$ cat src/hdl/wdt_pkg.sv
// Package: register map, field layout, reset values and timing for the watchdog block
package wdt_pkg;
  localparam int          ADDR_W          = 4;
  localparam int          DATA_W          = 8;
  localparam logic [3:0]  ADDR_WD_CTRL    = 4'h0;
  localparam logic [3:0]  ADDR_KEY_RST    = 4'h1;
  localparam logic [3:0]  ADDR_SYS_CLK    = 4'h2;
  localparam logic [3:0]  ADDR_WAKE_EN    = 4'h3;
  localparam logic [3:0]  ADDR_STATUS     = 4'h4;
  localparam logic [7:0]  WD_CTRL_RESET   = 8'h53;
  localparam logic [7:0]  KEY_RST_RESET   = 8'h00;
  localparam logic [4:0]  KEY_ENABLE_A    = 5'h0A;
  localparam logic [4:0]  KEY_ENABLE_B    = 5'h15;
  localparam int          KEY_MSB         = 7;
  localparam int          KEY_LSB         = 3;
  localparam int          SEL_MSB         = 2;
  localparam int          SYS_HI_BIT      = 1;
  localparam int          SYS_LO_BIT      = 0;
  localparam int          ST_PDF_BIT      = 0;
  localparam int          ST_TO_BIT       = 1;
  localparam int          ST_HALT_BIT     = 2;
  localparam int          WD_CNT_W        = 18;
  localparam int          PORTA_W         = 5;
  localparam int          KEY_DELAY_NS    = 1000;
  localparam int          CLK_PERIOD_NS   = 4;
  localparam int          KEY_DELAY_CYC   = (KEY_DELAY_NS + CLK_PERIOD_NS - 1) / CLK_PERIOD_NS;
  localparam int          KEY_DLY_W       = 9;

  typedef enum logic [1:0] {
    PM_RUN   = 2'b00,
    PM_HALT  = 2'b01,
    PM_WAKE  = 2'b11
  } pm_state_t;

  typedef enum logic [1:0] {
    IM_SLEEP = 2'b00,
    IM_IDLE0 = 2'b01,
    IM_IDLE_BOTH_OSC = 2'b11,
    IM_IDLE_FAST_OSC_ONLY = 2'b10
  } idle_mode_t;

  // Tap index for each period-select code
  function automatic logic [4:0] tap_of(input logic [2:0] sel);
    case (sel)
      3'h0:    tap_of = 5'h07;
      3'h1:    tap_of = 5'h09;
      3'h2:    tap_of = 5'h0B;
      3'h3:    tap_of = 5'h0D;
      3'h4:    tap_of = 5'h0E;
      3'h5:    tap_of = 5'h0F;
      3'h6:    tap_of = 5'h10;
      default: tap_of = 5'h11;
    endcase
  endfunction

  function automatic logic key_ok(input logic [4:0] key);
    key_ok = (key == KEY_ENABLE_A) || (key == KEY_ENABLE_B);
  endfunction
endpackage

$ cat src/hdl/wdt_tick_if.sv
// Interface: watchdog counter controls and overflow event
`timescale 1ns/10ps
`default_nettype none
interface wdt_tick_if;
  logic       clear;
  logic [2:0] period_sel;
  logic       overflow;
  modport ctrl (output clear, output period_sel, input overflow);
  modport cnt  (input clear, input period_sel, output overflow);
endinterface
`default_nettype wire
$ cat src/hdl/wake_detect.sv
// Module: Port A falling-edge wake detector with per-pin enables
`timescale 1ns/10ps
`default_nettype none
module wake_detect
  import wdt_pkg::*;
#(
  parameter int W = PORTA_W
) (
  input  wire logic         clk,       // System clock
  input  wire logic         rst_n,     // Async reset, active low
  input  wire logic [W-1:0] pins,      // Port A pins, asynchronous
  input  wire logic [W-1:0] enable,    // Per-pin wake enables
  output var  logic         fall_wake  // Enabled falling edge seen
);
  logic [W-1:0] s1_r, s2_r, s3_r;
  logic [W-1:0] s1_nxt, s2_nxt, s3_nxt;

  always_comb begin
    s1_nxt = pins;
    s2_nxt = s1_r;
    s3_nxt = s2_r;
    fall_wake = |(s3_r & ~s2_r & enable);
  end

  always_ff @(posedge clk or negedge rst_n) begin
    if (!rst_n) begin
      s1_r <= '1;
      s2_r <= '1;
      s3_r <= '1;
    end else begin
      s1_r <= s1_nxt;
      s2_r <= s2_nxt;
      s3_r <= s3_nxt;
    end
  end
endmodule
`default_nettype wire

$ cat src/hdl/wdt_counter.sv
// Module: 18-bit watchdog counter ticked by the synchronised low-speed clock
`timescale 1ns/10ps
`default_nettype none
module wdt_counter
  import wdt_pkg::*;
(
  input  wire logic clk,      // System clock
  input  wire logic rst_n,    // Async reset, active low
  input  wire logic low_speed_rc_osc_in,  // Low-speed RC clock, asynchronous
  wdt_tick_if.cnt   tick      // Counter controls
);
  logic [2:0]          low_speed_rc_osc_sync_r;
  logic [2:0]          low_speed_rc_osc_sync_nxt;
  logic [WD_CNT_W-1:0] cnt_r;
  logic [WD_CNT_W-1:0] cnt_nxt;
  logic                ovf_r;
  logic                ovf_nxt;
  logic                low_speed_rc_osc_rise;
  logic [4:0]          tap;
  logic [WD_CNT_W-1:0] tap_mask;

  always_comb begin
    low_speed_rc_osc_sync_nxt = {low_speed_rc_osc_sync_r[1:0], low_speed_rc_osc_in};
    low_speed_rc_osc_rise     = low_speed_rc_osc_sync_r[1] & ~low_speed_rc_osc_sync_r[2];
    tap           = tap_of(tick.period_sel);
    // Ones from bit 0 up to the tap, so no variable part-select is needed
    tap_mask      = ~({WD_CNT_W{1'b1}} << (tap + 5'h01));
    cnt_nxt       = cnt_r;
    ovf_nxt       = 1'b0;
    if (tick.clear) begin
      cnt_nxt = '0;
    end else if (low_speed_rc_osc_rise) begin
      cnt_nxt = cnt_r + 1'b1;
      ovf_nxt = ((cnt_r & tap_mask) == tap_mask) ? 1'b1 : 1'b0;
    end
  end

  always_ff @(posedge clk or negedge rst_n) begin
    if (!rst_n) begin
      low_speed_rc_osc_sync_r <= '0;
      cnt_r       <= '0;
      ovf_r       <= 1'b0;
    end else begin
      low_speed_rc_osc_sync_r <= low_speed_rc_osc_sync_nxt;
      cnt_r       <= cnt_nxt;
      ovf_r       <= ovf_nxt;
    end
  end

  assign tick.overflow = ovf_r;
endmodule
`default_nettype wire

$ cat src/hdl/wdt_power_ctrl.sv
// Module: watchdog, halt/idle entry and wake-up control (top)
//
// Overview of operation
// - Halt with both keep bits set enters idle with both clocks running.
// - Halt with fast keep only enters idle; sub clock stops.
// - Idle entry leaves memory, registers and ports untouched.
// - Halt sets power-down flag, clears time-out flag and counter.
// - Power-up or clear-watchdog instruction clears power-down flag.
// - Wake from halt on Port A edge, interrupt or watchdog overflow.
// - A Port A pin wakes only when its wake enable is set.
// - After Port A wake, resume at instruction after halt.
// - Disabled or stack-full interrupt resumes after halt, stays pending.
// - Enabled interrupt with free stack takes normal interrupt response.
// - Interrupt already pending before halt does not wake.
// - Overflow in halt sets time-out flag, resets only PC and SP.
// - Overflow in normal run fully resets device and sets time-out flag.
// - Counter runs from low-speed RC clock, divide 2^8 to 2^18.
// - Period codes 0 to 6 select 2^8..2^17 periods.
// - Only two enable keys valid; others reset after delay, set flag.
// - Enable key powers up to the first valid key.
// - Key-reset flag set by hardware only; software clears by zero.
// - Counter cleared by key reset, clear instruction, or halt.
// - Period code 7 selects 2^18 periods.
// - Overflow in run sets time-out flag, keeps power-down flag.
`timescale 1ns/10ps
`default_nettype none
module wdt_power_ctrl
  import wdt_pkg::*;
#(
  parameter int KEY_DLY = KEY_DELAY_CYC
) (
  input  wire logic               clk,          // System clock, 250 MHz
  input  wire logic               rst_n,        // Power-on reset, active low
  input  wire logic               low_speed_rc_osc_clk,     // Low-speed RC clock, async
  input  wire logic [PORTA_W-1:0] porta_pins,   // Port A pin levels, async
  input  wire logic               halt_instr,   // Halt executed, pulse
  input  wire logic               clear_watchdog_instr_instr,// Clear-watchdog executed, pulse
  input  wire logic               irq_req,      // Interrupt request level
  input  wire logic               irq_enabled,  // Requesting interrupt enabled
  input  wire logic               stack_full,   // Stack has no free level
  input  wire logic [ADDR_W-1:0]  addr,         // Register address
  input  wire logic [DATA_W-1:0]  wdata,        // Write data
  input  wire logic               wr_en,        // Write strobe
  input  wire logic               rd_en,        // Read strobe
  output var  logic [DATA_W-1:0]  rdata,        // Read data, cycle after strobe
  output var  logic               cpu_halted,   // Program execution stopped
  output var  logic               hi_clk_on,    // High-speed clock enable
  output var  logic               sub_clk_on,   // Sub clock enable
  output var  logic               resume_next,  // Wake: continue after halt, pulse
  output var  logic               irq_take,     // Wake: interrupt response, pulse
  output var  logic               pc_sp_reset,  // Reset PC and SP only, pulse
  output var  logic               device_reset  // Full device reset, pulse
);
  // ****************************************
  // Registers
  // ****************************************
  logic [DATA_W-1:0]  wd_ctrl_r, wd_ctrl_nxt;
  logic               key_flag_r, key_flag_nxt;
  logic [1:0]         sys_clk_r, sys_clk_nxt;
  logic [PORTA_W-1:0] wake_en_r, wake_en_nxt;
  logic               pdf_r, pdf_nxt;
  logic               to_r, to_nxt;
  logic [DATA_W-1:0]  rdata_nxt;
  pm_state_t          pm_r, pm_nxt;
  idle_mode_t         mode_r, mode_nxt;
  logic               irq_masked_r, irq_masked_nxt;
  logic [KEY_DLY_W-1:0] key_cnt_r, key_cnt_nxt;
  logic               key_pend_r, key_pend_nxt;
  logic               hi_on_nxt, sub_on_nxt, halted_nxt;
  logic               resume_nxt, take_nxt, pcsp_nxt, devrst_nxt;
  logic               fall_wake;
  logic               wake_irq;
  logic               key_fire;

  wdt_tick_if tick ();

  wdt_counter u_counter (
    .clk     (clk),
    .rst_n   (rst_n),
    .low_speed_rc_osc_in (low_speed_rc_osc_clk),
    .tick    (tick)
  );

  wake_detect #(
    .W (PORTA_W)
  ) u_wake (
    .clk       (clk),
    .rst_n     (rst_n),
    .pins      (porta_pins),
    .enable    (wake_en_r),
    .fall_wake (fall_wake)
  );

  // ****************************************
  // Key check and software-reset delay
  // ****************************************
  always_comb begin
    key_cnt_nxt  = key_cnt_r;
    key_pend_nxt = key_pend_r;
    key_fire     = 1'b0;
    if (!key_ok(wd_ctrl_r[KEY_MSB:KEY_LSB])) begin
      if (!key_pend_r) begin
        key_pend_nxt = 1'b1;
        key_cnt_nxt  = KEY_DLY_W'(KEY_DLY - 1);
      end else if (key_cnt_r == '0) begin
        key_fire     = 1'b1;
        key_pend_nxt = 1'b0;
      end else begin
        key_cnt_nxt = key_cnt_r - 1'b1;
      end
    end else begin
      key_pend_nxt = 1'b0;
    end
  end

  // ****************************************
  // Register file and flags
  // ****************************************
  always_comb begin
    wd_ctrl_nxt  = wd_ctrl_r;
    key_flag_nxt = key_flag_r;
    sys_clk_nxt  = sys_clk_r;
    wake_en_nxt  = wake_en_r;
    pdf_nxt      = pdf_r;
    to_nxt       = to_r;
    rdata_nxt    = '0;
    if (wr_en) begin
      case (addr)
        ADDR_WD_CTRL: wd_ctrl_nxt = wdata;
        ADDR_KEY_RST: key_flag_nxt = key_flag_r & wdata[0];
        ADDR_SYS_CLK: sys_clk_nxt = wdata[1:0];
        ADDR_WAKE_EN: wake_en_nxt = wdata[PORTA_W-1:0];
        default:      wd_ctrl_nxt = wd_ctrl_r;
      endcase
    end
    if (clear_watchdog_instr_instr) begin
      pdf_nxt = 1'b0;
    end
    if (halt_instr && pm_r == PM_RUN) begin
      pdf_nxt = 1'b1;
      to_nxt  = 1'b0;
    end
    if (tick.overflow) begin
      to_nxt = 1'b1;
    end
    if (key_fire) begin
      // key reset reloads control, flags kept
      wd_ctrl_nxt  = WD_CTRL_RESET;
      sys_clk_nxt  = '0;
      wake_en_nxt  = '0;
      // hardware sets flag, wins over clear
      key_flag_nxt = 1'b1;
    end else if (tick.overflow && pm_r == PM_RUN) begin
      wd_ctrl_nxt = WD_CTRL_RESET;
      sys_clk_nxt = '0;
      wake_en_nxt = '0;
    end
    if (rd_en) begin
      case (addr)
        ADDR_WD_CTRL: rdata_nxt = wd_ctrl_r;
        ADDR_KEY_RST: rdata_nxt = {7'h00, key_flag_r};
        ADDR_SYS_CLK: rdata_nxt = {6'h00, sys_clk_r};
        ADDR_WAKE_EN: rdata_nxt = {{(DATA_W-PORTA_W){1'b0}}, wake_en_r};
        ADDR_STATUS:  rdata_nxt = {5'h00, cpu_halted, to_r, pdf_r};
        default:      rdata_nxt = '0;
      endcase
    end
  end

  // ****************************************
  // Halt, idle and wake sequencing
  // ****************************************
  assign wake_irq = irq_req & ~irq_masked_r;

  always_comb begin
    pm_nxt         = pm_r;
    mode_nxt       = mode_r;
    irq_masked_nxt = irq_masked_r;
    halted_nxt     = cpu_halted;
    hi_on_nxt      = hi_clk_on;
    sub_on_nxt     = sub_clk_on;
    resume_nxt     = 1'b0;
    take_nxt       = 1'b0;
    pcsp_nxt       = 1'b0;
    devrst_nxt     = key_fire | (tick.overflow & (pm_r == PM_RUN));
    case (pm_r)
      PM_RUN: begin
        if (halt_instr) begin
          pm_nxt     = PM_HALT;
          halted_nxt = 1'b1;
          irq_masked_nxt = irq_req;
          mode_nxt   = idle_mode_t'({sys_clk_r[SYS_HI_BIT], sys_clk_r[SYS_LO_BIT]});
          hi_on_nxt  = sys_clk_r[SYS_HI_BIT];
          sub_on_nxt = sys_clk_r[SYS_LO_BIT];
        end
      end
      PM_HALT: begin
        if (!irq_req) begin
          irq_masked_nxt = 1'b0;
        end
        if (tick.overflow) begin
          pcsp_nxt = 1'b1;
          pm_nxt   = PM_WAKE;
        end else if (wake_irq) begin
          take_nxt   = irq_enabled & ~stack_full;
          resume_nxt = ~(irq_enabled & ~stack_full);
          pm_nxt     = PM_WAKE;
        end else if (fall_wake) begin
          resume_nxt = 1'b1;
          pm_nxt     = PM_WAKE;
        end
        if (key_fire) begin
          pm_nxt = PM_WAKE;
        end
      end
      PM_WAKE: begin
        pm_nxt         = PM_RUN;
        halted_nxt     = 1'b0;
        hi_on_nxt      = 1'b1;
        sub_on_nxt     = 1'b1;
        irq_masked_nxt = 1'b0;
      end
      default: begin
        pm_nxt = PM_RUN;
      end
    endcase
  end

  assign tick.clear      = key_fire | clear_watchdog_instr_instr | (halt_instr & (pm_r == PM_RUN));
  assign tick.period_sel = wd_ctrl_r[SEL_MSB:0];

  always_ff @(posedge clk or negedge rst_n) begin
    if (!rst_n) begin
      wd_ctrl_r    <= WD_CTRL_RESET;
      key_flag_r   <= KEY_RST_RESET[0];
      sys_clk_r    <= '0;
      wake_en_r    <= '0;
      pdf_r        <= 1'b0;
      to_r         <= 1'b0;
      rdata        <= '0;
      key_cnt_r    <= '0;
      key_pend_r   <= 1'b0;
      pm_r         <= PM_RUN;
      mode_r       <= IM_SLEEP;
      irq_masked_r <= 1'b0;
      cpu_halted   <= 1'b0;
      hi_clk_on    <= 1'b1;
      sub_clk_on   <= 1'b1;
      resume_next  <= 1'b0;
      irq_take     <= 1'b0;
      pc_sp_reset  <= 1'b0;
      device_reset <= 1'b0;
    end else begin
      wd_ctrl_r    <= wd_ctrl_nxt;
      key_flag_r   <= key_flag_nxt;
      sys_clk_r    <= sys_clk_nxt;
      wake_en_r    <= wake_en_nxt;
      pdf_r        <= pdf_nxt;
      to_r         <= to_nxt;
      rdata        <= rdata_nxt;
      key_cnt_r    <= key_cnt_nxt;
      key_pend_r   <= key_pend_nxt;
      pm_r         <= pm_nxt;
      mode_r       <= mode_nxt;
      irq_masked_r <= irq_masked_nxt;
      cpu_halted   <= halted_nxt;
      hi_clk_on    <= hi_on_nxt;
      sub_clk_on   <= sub_on_nxt;
      resume_next  <= resume_nxt;
      irq_take     <= take_nxt;
      pc_sp_reset  <= pcsp_nxt;
      device_reset <= devrst_nxt;
    end
  end
endmodule
`default_nettype wire

$ cat config.mk
export PLATFORM = sky130hd
export DESIGN_NAME = wdt_power_ctrl
export DESIGN_NICKNAME = d
export VERILOG_FILES = /design/src/hdl/wdt_pkg.sv /design/src/hdl/wdt_tick_if.sv /design/src/hdl/wake_detect.sv /design/src/hdl/wdt_counter.sv /design/src/hdl/wdt_power_ctrl.sv
export SDC_FILE = /design/constraint.sdc
export NUM_CORES = 1
export LEC_CHECK = 0
export BUFFER_PORTS_ARGS = -buffer_cell sky130_fd_sc_hd__buf_2
export CAP_MARGIN = 20
export CORE_AREA = 2 2 108 110
export CTS_CLUSTER_DIAMETER = 200
export DETAILED_ROUTE_END_ITERATION = 7
export DIE_AREA = 0 0 110 112
export PLACE_DENSITY_LB_ADDON = 0.12
export SLEW_MARGIN = 30
export SYNTH_ARGS = -nofsm -noshare
export SYNTH_HDL_FRONTEND = slang
export SYNTH_SLANG_ARGS = --single-unit
$ cat constraint.sdc
create_clock -name clk -period 2.6 [get_ports clk]
set_input_delay 0.26 -clock clk [delete_from_list [all_inputs] [get_ports clk]]
set_output_delay 0.26 -clock clk [all_outputs]
set_load 0.005 [all_outputs]
==> qor.txt, run 1 <==
Outcome = finished clean
FP Rows = 39
# diodes = 0
Post-Synth Simple-Gate Area = 22.6%
Chip height = 112 um
Clk sinks = 83
Adder-Cell Fraction of Synth Area = 1.96%
Post-CTS setup buffers = 0
Crit. End Element = flop
Synth Area in XOR/XNOR = 4.57%
Clock Pin Slew Worst Setup and Hold Paths = 0.06 ns
CTS Buf Count = 9
Total die area = 12300 um2
Yosys reg bits = 83
Yosys top cell by area = dfrtp_1
Final setup vio count = 0
Hold endpoint = u_wake.s1_r[2]$_DFF_PN1_
Placement Cell Area = 4210 um2
Latest clock arrival within the worst-skew pair = 0.34 ns
Final WL = 8.14 mm
Slew @ Worst Pin = 0.563 ns
Top-area cell type share of the netlist area = 40.5%
CP Data Arrival Time = 2.71 ns
Num ports = 42
Final hold violation count = 0
CTS tree = built
Synthesized area = 3830 um2
Root buf cell = clkbuf_16
PortBufs = 41
Initial antenna violation count = 0
Class of the worst hold path = in2reg
Cell count after synthesis = 364
Core ar. = 11200 um2
Largest family of logic cells by synthesized area = simple AND/OR/NAND/NOR gates
Tot Pwr = 3760 uW
Initial Utilization = 34.3%
Total Nets Final = 448
DR vias = 2725
HPWL after detailed placement = 5.87 mm
Vias in the first global route = 2697
R2R setup slack = 0.17 ns
Max Freq = 412 MHz
Max Cap Viol = 0
Clk buf depth = 2
Number of DRC markers in iteration 0 = 184
FFs w/ async S/R, synth = 100%
TNS Setup = 0 ns
Synthesized area per cell = 10.5 um2
RSZ-0062 raised after global routing = no
Sequential share of the synthesized area = 54.9%
FF-to-FF Start = wd_ctrl_r[0]$_DFFE_PN1P_
First-pass GRT wire length = 13.8 mm
Number of synthesized flops with an enable pin = 0
R2R Path End = u_counter.tick.overflow$_DFF_PN0_
Crit share post-route = 93.4%
Final core area utilization = 41.0%
Hold Path Depth = 1
Fin crit period = 2.43 ns
Area growth, synth to finish = 19.6%
Worst Skew = 0.00502 ns
DRC Markers = 0
Top_reg_cell synth = dfrtp_1
Min-delay src = porta_pins[2]
Yosys warns = 0
Share of layout cells above drive strength 1 = 25.5%
GP Congestion = 0.799
H-tree Lvls = 3
First-pass DRT Iterations = 4
Post-synthesis mux area share = 3.82%
Largest net degree at the start of global routing = 46
Synth Area in Compound Gates = 8.85%
Maximum VDD drop = 383 uV
Crit path max fanout = 3
Routed Antenna Nets = 0
Power per cell area = 821 nW/um2
Fin. max-slew vios = 0
Syn_nets = 397
Slew margin rel. = 62.5%
Reg2Reg Depth = 8
Post-route design area = 4580 um2
Yosys cell types = 52
CP startpoint kind = flop
Grt ovf = 0
Total GRT Usage = 14.7%
Drt wl/cell = 14.4 um
Leakage = 0.00204 uW
Via-to-Cell Ratio = 4.84
Worst EP required = 2.88 ns
CP Class = reg2reg
Dominant cells by area after synthesis = dfrtp_1 (40%), dfstp_2 (14%), nor2_1 (4.8%)
Die span in x = 110 um
[area by class of cell]
cell class                 count  area, um2
fill                        1095       6590
inverter                      13       48.8
clock buffer                  11        243
sequential                    83       2100
tap                          143        179
clock inverter                 5       62.6
timing repair buffer          55        325
multi-input combinational    253       1620
[flip-flops by register name (all words and copies together) (netlist names), 2 cells and up]
name,flops
key_cnt_r,9
pm_r,2
rdata,8
sys_clk_r,2
u_counter.cnt_r,18
u_counter.low_speed_rc_osc_sync_r,3
u_wake.s1_r,5
u_wake.s2_r,5
u_wake.s3_r,5
wake_en_r,5
wd_ctrl_r,8
[layer usage]
layer  track usage (%)  wire, um  vias up
li1                  -         -     1359
met1              20.6      3850     1298
met2              21.7      3780       56
met3              4.22       362       12
met4              5.32       145        0
met5                 0         0        -
[kinds of logic (layout without fill, tap and decap cells)]
kind of cell    Yosys count  after routing
buf+inv                  28             84
fa+ha+maj                 6              6
xor+xnor                 20             20
simple gates            163            163
compound gates           50             50
mux                      14             14
flops                    83             83
[cells in the mapped netlist (all sizes together) (2+ instances only)]
library cell   n
a21o           2
a21oi         16
a22oi          4
a31oi          2
a32oi          2
and2           7
and3           9
and4           2
buf            6
clkbuf         9
dfrtp         62
dfstp         21
ha             6
inv           13
mux2           5
mux2i          9
nand2         30
nand2b         9
nand3         13
nand3b        11
nand4          8
nand4b         2
nor2          50
nor2b          6
nor3           4
nor3b          3
nor4           2
o21ai         12
o221ai         2
o32a           2
or4            3
xnor2          6
xor2          14
[cells in the final DEF, fill, tap and decap left out, types with 6 or more instances in the layout]
| master | synthesis | routed |
|---|---|---|
| dfrtp_1 | 62 | 61 |
| and3_1 | 9 | 9 |
| clkbuf_16 | 0 | 9 |
| nand2_1 | 29 | 29 |
| a21oi_1 | 13 | 13 |
| inv_1 | 11 | 11 |
| nand3b_1 | 11 | 11 |
| mux2i_1 | 9 | 9 |
| xor2_1 | 14 | 14 |
| and2_1 | 7 | 7 |
| nand4_1 | 8 | 8 |
| nand2b_1 | 9 | 9 |
| buf_4 | 0 | 10 |
| dfstp_2 | 21 | 21 |
| nor2_1 | 49 | 49 |
| nand3_1 | 13 | 13 |
| xnor2_1 | 6 | 6 |
| buf_2 | 0 | 40 |
| o21ai_0 | 11 | 11 |
[critical path, stage by stage (launching register included)]
cell	delay, ns
dfstp_2	0.53
nor2b_2	0.17
a21oi_1	0.08
ha_1	0.23
and4bb_2	0.34
o2111ai_1	0.13
or4_1	0.56
nor4_1	0.15
and3_1	0.18
[repair_timing]
action                                  in CTS  in global routing
resized for setup                            0                  4
hold buffers                                 5                  0
endpoints found under the hold margin       34                  0
endpoints found under the setup margin       0                  1
[worst max path at each step]
stage,start,end,slack (ns),depth (start not counted)
after floorplan,wd_ctrl_r[1]$_DFFE_PN1P_,u_counter.tick.overflow$_DFF_PN0_,0.14,8
after global placement,wd_ctrl_r[0]$_DFFE_PN1P_,u_counter.tick.overflow$_DFF_PN0_,0.14,8
after detailed placement,wd_ctrl_r[2]$_DFFE_PN0P_,u_counter.tick.overflow$_DFF_PN0_,0.02,9
after CTS,wd_ctrl_r[2]$_DFFE_PN0P_,u_counter.tick.overflow$_DFF_PN0_,0.03,9
after global routing,wd_ctrl_r[0]$_DFFE_PN1P_,u_counter.tick.overflow$_DFF_PN0_,0.05,8
final,wd_ctrl_r[0]$_DFFE_PN1P_,u_counter.tick.overflow$_DFF_PN0_,0.17,8
[power by group]
part	switching [uW]	total [uW]	leakage, uW	internal [uW]
Sequential	190	1690	0.00102	1510
Clock	518	1290	0.000142	773
Combinational	406	773	0.000877	366
Total	1110	3760	0.00204	2640
[metrics by stage]
step	setup WS, ns	cells	hold WS, ns
after global routing	0.0488	563	0.00717
after global placement	0.139	542	0.297
after detailed placement	0.0232	542	0.305
final	0.172	563	0.0178
after CTS	0.0270	563	0.000492
after floorplan	0.144	364	-0.0356
No activity file was read; power rests on OpenSTA's default activity.
==> run 2, diff against run 1 <==
--- a/config.mk
+++ b/config.mk
@@ -11,6 +11,7 @@
 export CTS_CLUSTER_DIAMETER = 200
 export DETAILED_ROUTE_END_ITERATION = 7
 export DIE_AREA = 0 0 110 112
+export HOLD_SLACK_MARGIN = 0.1
 export PLACE_DENSITY_LB_ADDON = 0.12
 export SLEW_MARGIN = 30
 export SYNTH_ARGS = -nofsm -noshare
==> run 2 against run 1 <==
Sequential share of layout area down 0.20 points. Cell area up 0.44%. Non-clock buffer count up 2. Critical path depth unchanged. Routed wire length about the same. Hold slack better by 0.13 ns. Clock skew about the same. Total power about the same. Critical endpoint unchanged. Largest cell class unchanged. Largest power group unchanged. Highest routed layer unchanged.
==> qor.txt, run 2 (same netlist as run 1, synthesis figures left out) <==
Comb pwr share = 20.6% (about the same)
Area growth, synth to finish = 20.1% (was 19.6%)
Via-to-Cell Ratio = 4.82 (was 4.84)
Core ar. = 11200 um2 (unchanged)
Most frequent cells in the layout = dfrtp_1 (61), nor2_1 (49), buf_2 (40) (unchanged)
Switching power total = 1110 uW (about the same)
Crit path max fanout = 3 (unchanged)
Initial antenna violation count = 0 (unchanged)
P_int = 2650 uW (was 2640 uW)
Die span in x = 110 um (unchanged)
Area used by multi-input combinational logic = 1620 um2 (unchanged)
HPWL after detailed placement = 5.87 mm (unchanged)
First-pass GRT wire length = 13.8 mm (about the same)
DRC Markers = 0 (unchanged)
Routed Antenna Nets = 0 (unchanged)
Vias in the first global route = 2693 (was 2697)
Fin crit period = 2.43 ns (about the same)
CP Class = reg2reg (unchanged)
Clock Pin Slew Worst Setup and Hold Paths = 0.06 ns (about the same)
GP Congestion = 0.799 (unchanged)
Number of DRC markers in iteration 0 = 207 (was 184)
Final hold violation count = 0 (unchanged)
Clk buf depth = 2 (unchanged)
Num ports = 42 (unchanged)
Placement Cell Area = 4210 um2 (unchanged)
Largest net degree at the start of global routing = 46 (unchanged)
Fin. max-slew vios = 0 (unchanged)
Total die area = 12300 um2 (unchanged)
Root buf cell = clkbuf_16 (unchanged)
Outcome = finished clean (unchanged)
Drt wl/cell = 14.4 um (about the same)
Crit share post-route = 93.5% (was 93.4%)
Worst Skew = 0.00495 ns (was 0.00502 ns)
# diodes = 0 (unchanged)
Top Registers = u_counter.cnt_r: 18 flops, key_cnt_r: 9 flops (unchanged)
Most common cell after layout, fill and taps aside = dfrtp_1 (unchanged)
TNS Setup = 0 ns (unchanged)
Flop pwr share = 45.1% (about the same)
RSZ-0062 raised after global routing = no (unchanged)
Biggest register = u_counter.cnt_r (unchanged)
CTS tree = built (unchanged)
PortBufs = 41 (unchanged)
DR vias = 2724 (was 2725)
First-pass DRT Iterations = 4 (unchanged)
CTS Buf Count = 9 (unchanged)
Final setup vio count = 0 (unchanged)
Layout fillers = 1093 (was 1095)
Slew margin rel. = 62.4% (was 62.5%)
Sw Share = 29.6% (about the same)
Slew @ Worst Pin = 0.563 ns (about the same)
Max Freq = 412 MHz (about the same)
Worst EP required = 2.88 ns (about the same)
Post-CTS setup buffers = 0 (unchanged)
Total Nets Final = 450 (was 448)
Chip height = 112 um (unchanged)
Maximum VDD drop = 383 uV (about the same)
Max Cap Viol = 0 (unchanged)
Crit. End Element = flop (unchanged)
FP Rows = 39 (unchanged)
Share of layout cells above drive strength 1 = 25.4% (was 25.5%)
Clk sinks = 83 (unchanged)
CP Data Arrival Time = 2.71 ns (about the same)
Clock power share = 34.4% (about the same)
Largest register FFs = 18 (unchanged)
H-tree Lvls = 3 (unchanged)
Final WL = 8.13 mm (was 8.14 mm)
Post-route design area = 4600 um2 (was 4580 um2)
Latest clock arrival within the worst-skew pair = 0.34 ns (about the same)
Initial Utilization = 34.3% (unchanged)
Grt ovf = 0 (unchanged)
Class of the worst hold path = in2reg (unchanged)
Reg area = 2100 um2 (unchanged)
CP startpoint kind = flop (unchanged)
Total GRT Usage = 14.7% (about the same)
Power per cell area = 817 nW/um2 (was 821 nW/um2)
Leakage = 0.00205 uW (was 0.00204 uW)
-- run 2: changes by cell type in the layout (fill, tap and decap cells not counted), sizes merged --
cell,previous run,this run
dlygate4sd3,5,7
-- run 2: stage by stage --
stage | total power, uW | std cells | hold slack, ns | setup WS, ns | utilization [%]
after floorplan | 2200 | 364 | -0.0356 | 0.144 | -
after CTS | 3790 | 565 | 0.133 | 0.0270 | 41.0
after global routing | 4020 | 565 | 0.141 | 0.0488 | 41.2
after global placement | 2450 | 542 | 0.297 | 0.139 | 37.6
final | 3760 | 565 | 0.148 | 0.170 | 41.2
after detailed placement | 2460 | 542 | 0.305 | 0.0232 | 37.6
-- run 2: repair_timing --
action | 4_1_cts | 5_1_grt
hold endpoints to repair | 36 | 0
gates resized for setup | 0 | 4
hold buffers | 7 | 0
setup endpoints to repair | 0 | 1
-- run 2: path summary, 6_finish.rpt --
check,startpoint,end,slack [ns],depth (start not counted)
max in group asynchronous,rst_n,u_wake.s1_r[4]$_DFF_PN1_,1.49,3
worst min register to register,u_wake.s1_r[2]$_DFF_PN1_,u_wake.s2_r[2]$_DFF_PN1_,0.35,0
min in group asynchronous,rst_n,wake_en_r[4]$_DFFE_PN0P_,0.46,2
worst min-delay path,clear_watchdog_instr_instr,pdf_r$_DFFE_PN0P_,0.15,2
worst max-delay path,wd_ctrl_r[0]$_DFFE_PN1P_,u_counter.tick.overflow$_DFF_PN0_,0.17,8
worst max register to register,wd_ctrl_r[0]$_DFFE_PN1P_,u_counter.tick.overflow$_DFF_PN0_,0.17,8
-- run 2: layer usage --
metal | up-vias | wire length, um | global-route usage [%]
met5 | - | 0 | 0
met4 | 0 | 132 | 5.32
met3 | 10 | 346 | 4.22
met2 | 52 | 3810 | 21.7
met1 | 1301 | 3840 | 20.6
li1 | 1361 | - | -
-- run 2: critical path, cell delays in order (launching register included) --
cell and delay (ns):
dfstp_2 0.53, nor2b_2 0.17, a21oi_1 0.08, ha_1 0.23, and4bb_2 0.34, o2111ai_1 0.13
or4_1 0.57, nor4_1 0.15, and3_1 0.18
-- run 2: power by group through the flow --
stage | logic, uW | clock network (uW) | registers, uW
CTS | 759 | 1340 | 1700
global placement | 733 | 0 | 1710
global route | 893 | 1400 | 1730
detailed placement | 747 | 0 | 1720
floorplan | 570 | 0 | 1630
finish | 773 | 1290 | 1690
-- run 2: area by class of cell --
| type | count | area share, % |
|---|---|---|
| timing repair buffer | 57 | 7.51 |
| clock inverter | 5 | 1.36 |
| sequential | 83 | 45.7 |
| inverter | 13 | 1.06 |
| tap | 143 | 3.89 |
| clock buffer | 11 | 5.28 |
| multi-input combinational | 253 | 35.2 |
==> run 3, diff against run 2 <==
--- a/config.mk
+++ b/config.mk
@@ -7,13 +7,14 @@
 export LEC_CHECK = 0
 export BUFFER_PORTS_ARGS = -buffer_cell sky130_fd_sc_hd__buf_2
 export CAP_MARGIN = 20
-export CORE_AREA = 2 2 108 110
+export CORE_AREA = 2 2 109 111
 export CTS_CLUSTER_DIAMETER = 200
 export DETAILED_ROUTE_END_ITERATION = 7
-export DIE_AREA = 0 0 110 112
+export DIE_AREA = 0 0 111 113
 export HOLD_SLACK_MARGIN = 0.1
 export PLACE_DENSITY_LB_ADDON = 0.12
 export SLEW_MARGIN = 30
 export SYNTH_ARGS = -nofsm -noshare
 export SYNTH_HDL_FRONTEND = slang
+export SYNTH_HIERARCHICAL = 1
 export SYNTH_SLANG_ARGS = --single-unit
==> run 3 against run 2 <==
Sequential share of layout area is 1.2 points lower. Core utilization is 0.70 points higher. Non-clock buffer count is 4 higher. Register-to-register slack worse by 0.11 ns. Flip-flop and latch count stayed put. Critical path depth stayed put. Die area is 1.8% higher. Setup slack worse by 0.11 ns. Via count is 4.7% higher. Critical path type unchanged. Largest cell class unchanged. Largest power group unchanged.
==> qor.txt, run 3 <==
Outcome = finished clean (unchanged)
Synthesized area per cell = 10.4 um2 (was 10.5 um2)
Worst setup margin = 0.0583 ns (was 0.170 ns)
TNS Setup = 0 ns (unchanged)
Post-Synth Simple-Gate Area = 21.9% (was 22.6%)
Yosys reg bits = 83 (unchanged)
First-pass GRT wire length = 14.2 mm (was 13.8 mm)
Clk buf depth = 2 (unchanged)
Largest net degree at the start of global routing = 84 (was 46)
Top_reg_cell synth = dfrtp_1 (unchanged)
FP Rows = 39 (unchanged)
R2R setup slack = 0.06 ns (was 0.17 ns)
Dpl ws = -0.116 ns (was 0.0232 ns)
Post-CTS setup buffers = 0 (unchanged)
Biggest register = u_counter/cnt_r (was u_counter.cnt_r)
Worst EP required = 2.85 ns (was 2.88 ns)
Fin crit period = 2.54 ns (was 2.43 ns)
Cell with the most instances after synthesis = dfrtp_1 (unchanged)
Initial Utilization = 34.7% (was 34.3%)
Hold endpoint = pdf_r$_DFFE_PN0P_ (unchanged)
Drt wl/cell = 14.6 um (was 14.4 um)
Hold Path Depth = 2 (unchanged)
CTS Buf Count = 9 (unchanged)
CP max stage delay = 0.69 ns (was 0.57 ns)
DRC Markers = 0 (unchanged)
Hold_ws = 0.130 ns (was 0.148 ns)
Slew margin rel. = 70.6% (was 62.4%)
Post-synthesis mux area share = 4.41% (was 3.82%)
Number of DRC markers in iteration 0 = 160 (was 207)
Top Registers = u_counter/cnt_r: 18 flops, key_cnt_r: 9 flops (was u_counter.cnt_r: 18 flops, key_cnt_r: 9 flops)
Final setup vio count = 0 (unchanged)
Final hold violation count = 0 (unchanged)
Sequential share of the synthesized area = 53.7% (was 54.9%)
DR vias = 2852 (was 2724)
Largest family of logic cells by synthesized area = simple AND/OR/NAND/NOR gates (unchanged)
Number of synthesized flops with an enable pin = 0 (unchanged)
Maximum VDD drop = 547 uV (was 383 uV)
Max Freq = 393 MHz (was 412 MHz)
First-pass DRT Iterations = 4 (unchanged)
R2R Path End = u_counter/tick.overflow$_DFF_PN0_ (was u_counter.tick.overflow$_DFF_PN0_)
GP Congestion = 0.782 (was 0.799)
Most frequent cells in the layout = dfrtp_1 (61), nor2_1 (44), buf_2 (40) (was dfrtp_1 (61), nor2_1 (49), buf_2 (40))
HPWL after detailed placement = 5.95 mm (was 5.87 mm)
Cell count after synthesis = 376 (was 364)
Synth Area in Compound Gates = 10.9% (was 8.85%)
Final core area utilization = 41.9% (was 41.2%)
Vias in the first global route = 2801 (was 2693)
Fin. max-slew vios = 0 (unchanged)
CP Class = reg2reg (unchanged)
Layout fillers = 1095 (was 1093)
Chip height = 113 um (was 112 um)
Total GRT Usage = 14.2% (was 14.7%)
Tot Pwr = 3810 uW (was 3760 uW)
Min-delay src = clear_watchdog_instr_instr (unchanged)
Final WL = 8.50 mm (was 8.13 mm)
Top-area cell type share of the netlist area = 39.6% (was 40.5%)
Class of the worst hold path = in2reg (unchanged)
Routed Antenna Nets = 0 (unchanged)
Crit-path slowest cell = or4b_2 (was or4_1)
Syn_nets = 410 (was 397)
Yosys cell types = 60 (was 52)
Synth Area in XOR/XNOR = 3.13% (was 4.57%)
CTS tree = built (unchanged)
Crit path cell chain = nor2b_1 > a21oi_1 > ha_1 > inv_1 > ha_1 > a31oi_1 > or4b_2 > a211oi_2 (was nor2b_2 > a21oi_1 > ha_1 > and4bb_2 > o2111ai_1 > or4_1 > nor4_1 > and3_1)
Slew @ Worst Pin = 0.441 ns (was 0.563 ns)
Synthesized area = 3910 um2 (was 3830 um2)
Via-to-Cell Ratio = 4.91 (was 4.82)
CP Data Arrival Time = 2.79 ns (was 2.71 ns)
Crit path max fanout = 8 (was 3)
Num ports = 42 (unchanged)
Leakage = 0.00208 uW (was 0.00205 uW)
Max Cap Viol = 0 (unchanged)
Crit-path leading delay family = simple AND/OR/NAND/NOR gates (unchanged)
Clock Pin Slew Worst Setup and Hold Paths = 0.07 ns (was 0.06 ns)
CP startpoint = wd_ctrl_r[0]$_DFFE_PN1P_ (unchanged)
Root buf cell = clkbuf_16 (unchanged)
Adder-Cell Fraction of Synth Area = 2.24% (was 1.96%)
Reg2Reg Depth = 8 (unchanged)
FFs w/ async S/R, synth = 100% (unchanged)
Initial antenna violation count = 0 (unchanged)
List of most frequent post-synthesis cells = dfrtp_1 (62), nor2_1 (45), nand2_1 (33) (was dfrtp_1 (62), nor2_1 (49), nand2_1 (29))
Clk sinks = 83 (unchanged)
Die span in x = 111 um (was 110 um)
# diodes = 0 (unchanged)
Worst Skew = 0.00743 ns (was 0.00495 ns)
Total Nets Final = 467 (was 450)
FF-to-FF Start = wd_ctrl_r[0]$_DFFE_PN1P_ (unchanged)
Critical Path Most Common Cell = ha_1
Crit path buf inv count = 1 (was 0)
Area growth, synth to finish = 20.6% (was 20.1%)
CP startpoint kind = flop (unchanged)
Crit share post-route = 97.8% (was 93.5%)
Most common cell after layout, fill and taps aside = dfrtp_1 (unchanged)
Largest register FFs = 18 (unchanged)
Core ar. = 11300 um2 (was 11200 um2)
Total die area = 12500 um2 (was 12300 um2)
Dominant cells by area after synthesis = dfrtp_1 (40%), dfstp_2 (14%), nor2_1 (4.3%) (was dfrtp_1 (40%), dfstp_2 (14%), nor2_1 (4.8%))
Reg area = 2100 um2 (unchanged)
Power per cell area = 808 nW/um2 (was 817 nW/um2)
Latest clock arrival within the worst-skew pair = 0.34 ns (about the same)
Yosys warns = 6 (was 0)
RSZ-0062 raised after global routing = yes (was no)
Grt ovf = 0 (unchanged)
H-tree Lvls = 3 (unchanged)
PortBufs = 41 (unchanged)
Yosys top cell by area = dfrtp_1 (unchanged)
Crit. End Element = flop (unchanged)
Share of layout cells above drive strength 1 = 25.6% (was 25.4%)
Area used by multi-input combinational logic = 1690 um2 (was 1620 um2)
-- run 3: changes by cell type after synthesis, sizes merged, moves of 5 or more --
cell,delta
nand2b,-5
nand3,-8
nor2,-5
nor3,+10
or3,+6
xnor2,+6
xor2,-12
-- run 3: cell families after synthesis --
kind of cell / after synthesis
buf+inv: 31
xor+xnor: 14
fa+ha+maj: 7
mux: 15
simple gates: 161
flops: 83
compound gates: 65
-- run 3: worst reg2reg max path, delay by kind of cell, from the launching register on --
kind / cells / cell delay, ns
AO/OA/AOI/OAI: 3 / 0.44
adder cells (fa/ha/maj): 2 / 0.43
buffers and inverters: 1 / 0.07
flip-flops: 1 / 0.60
AND/OR/NAND/NOR: 2 / 0.91
-- run 3: how the worst max path moves through the flow --
| stage | endpoint | slack, ns | depth (start not counted) |
|---|---|---|---|
| after floorplan | u_counter/tick.overflow$_DFF_PN0_ | -0.04 | 10 |
| after global placement | u_counter/tick.overflow$_DFF_PN0_ | 0.04 | 9 |
| after detailed placement | u_counter/tick.overflow$_DFF_PN0_ | -0.12 | 9 |
| after CTS | u_counter/tick.overflow$_DFF_PN0_ | 0.004 | 9 |
| after global routing | u_counter/tick.overflow$_DFF_PN0_ | -0.05 | 9 |
| final | u_counter/tick.overflow$_DFF_PN0_ | 0.06 | 8 |
-- run 3: per-layer routing --
metal	routed length, um	up-vias	track usage (%)
li1	-	1430	-
met1	4250	1376	19.4
met2	3890	37	22.0
met3	246	9	3.59
met4	114	0	5.25
met5	0	-	0
-- run 3: cell type report --
type | instances | share of cell area [%]
flip-flops and latches | 83 | 44.6
clock inverters | 6 | 1.11
multi-input cells | 262 | 35.7
clock buffers | 10 | 5.30
well taps | 143 | 3.79
repair buffers | 61 | 8.22
inverters | 16 | 1.27
-- run 3: power breakdown --
group | internal, uW | total, uW | switching (uW)
Sequential | 1510 | 1690 | 182
Combinational | 414 | 849 | 435
Clock | 724 | 1280 | 554
Total | 2640 | 3810 | 1170
-- run 3: per-stage QoR --
stage               cell area [um2]  cells
finish                         4720    581
global placement               4330    558
global route                   4720    581
floorplan                      3920    376
detailed placement             4330    558
CTS                            4710    581
-- run 3: what timing repair did --
action	CTS	global route
endpoints found under the setup margin	1	1
endpoints found under the hold margin	68	0
gates resized for setup	2	3
pin swaps	1	0
hold buffers	7	0
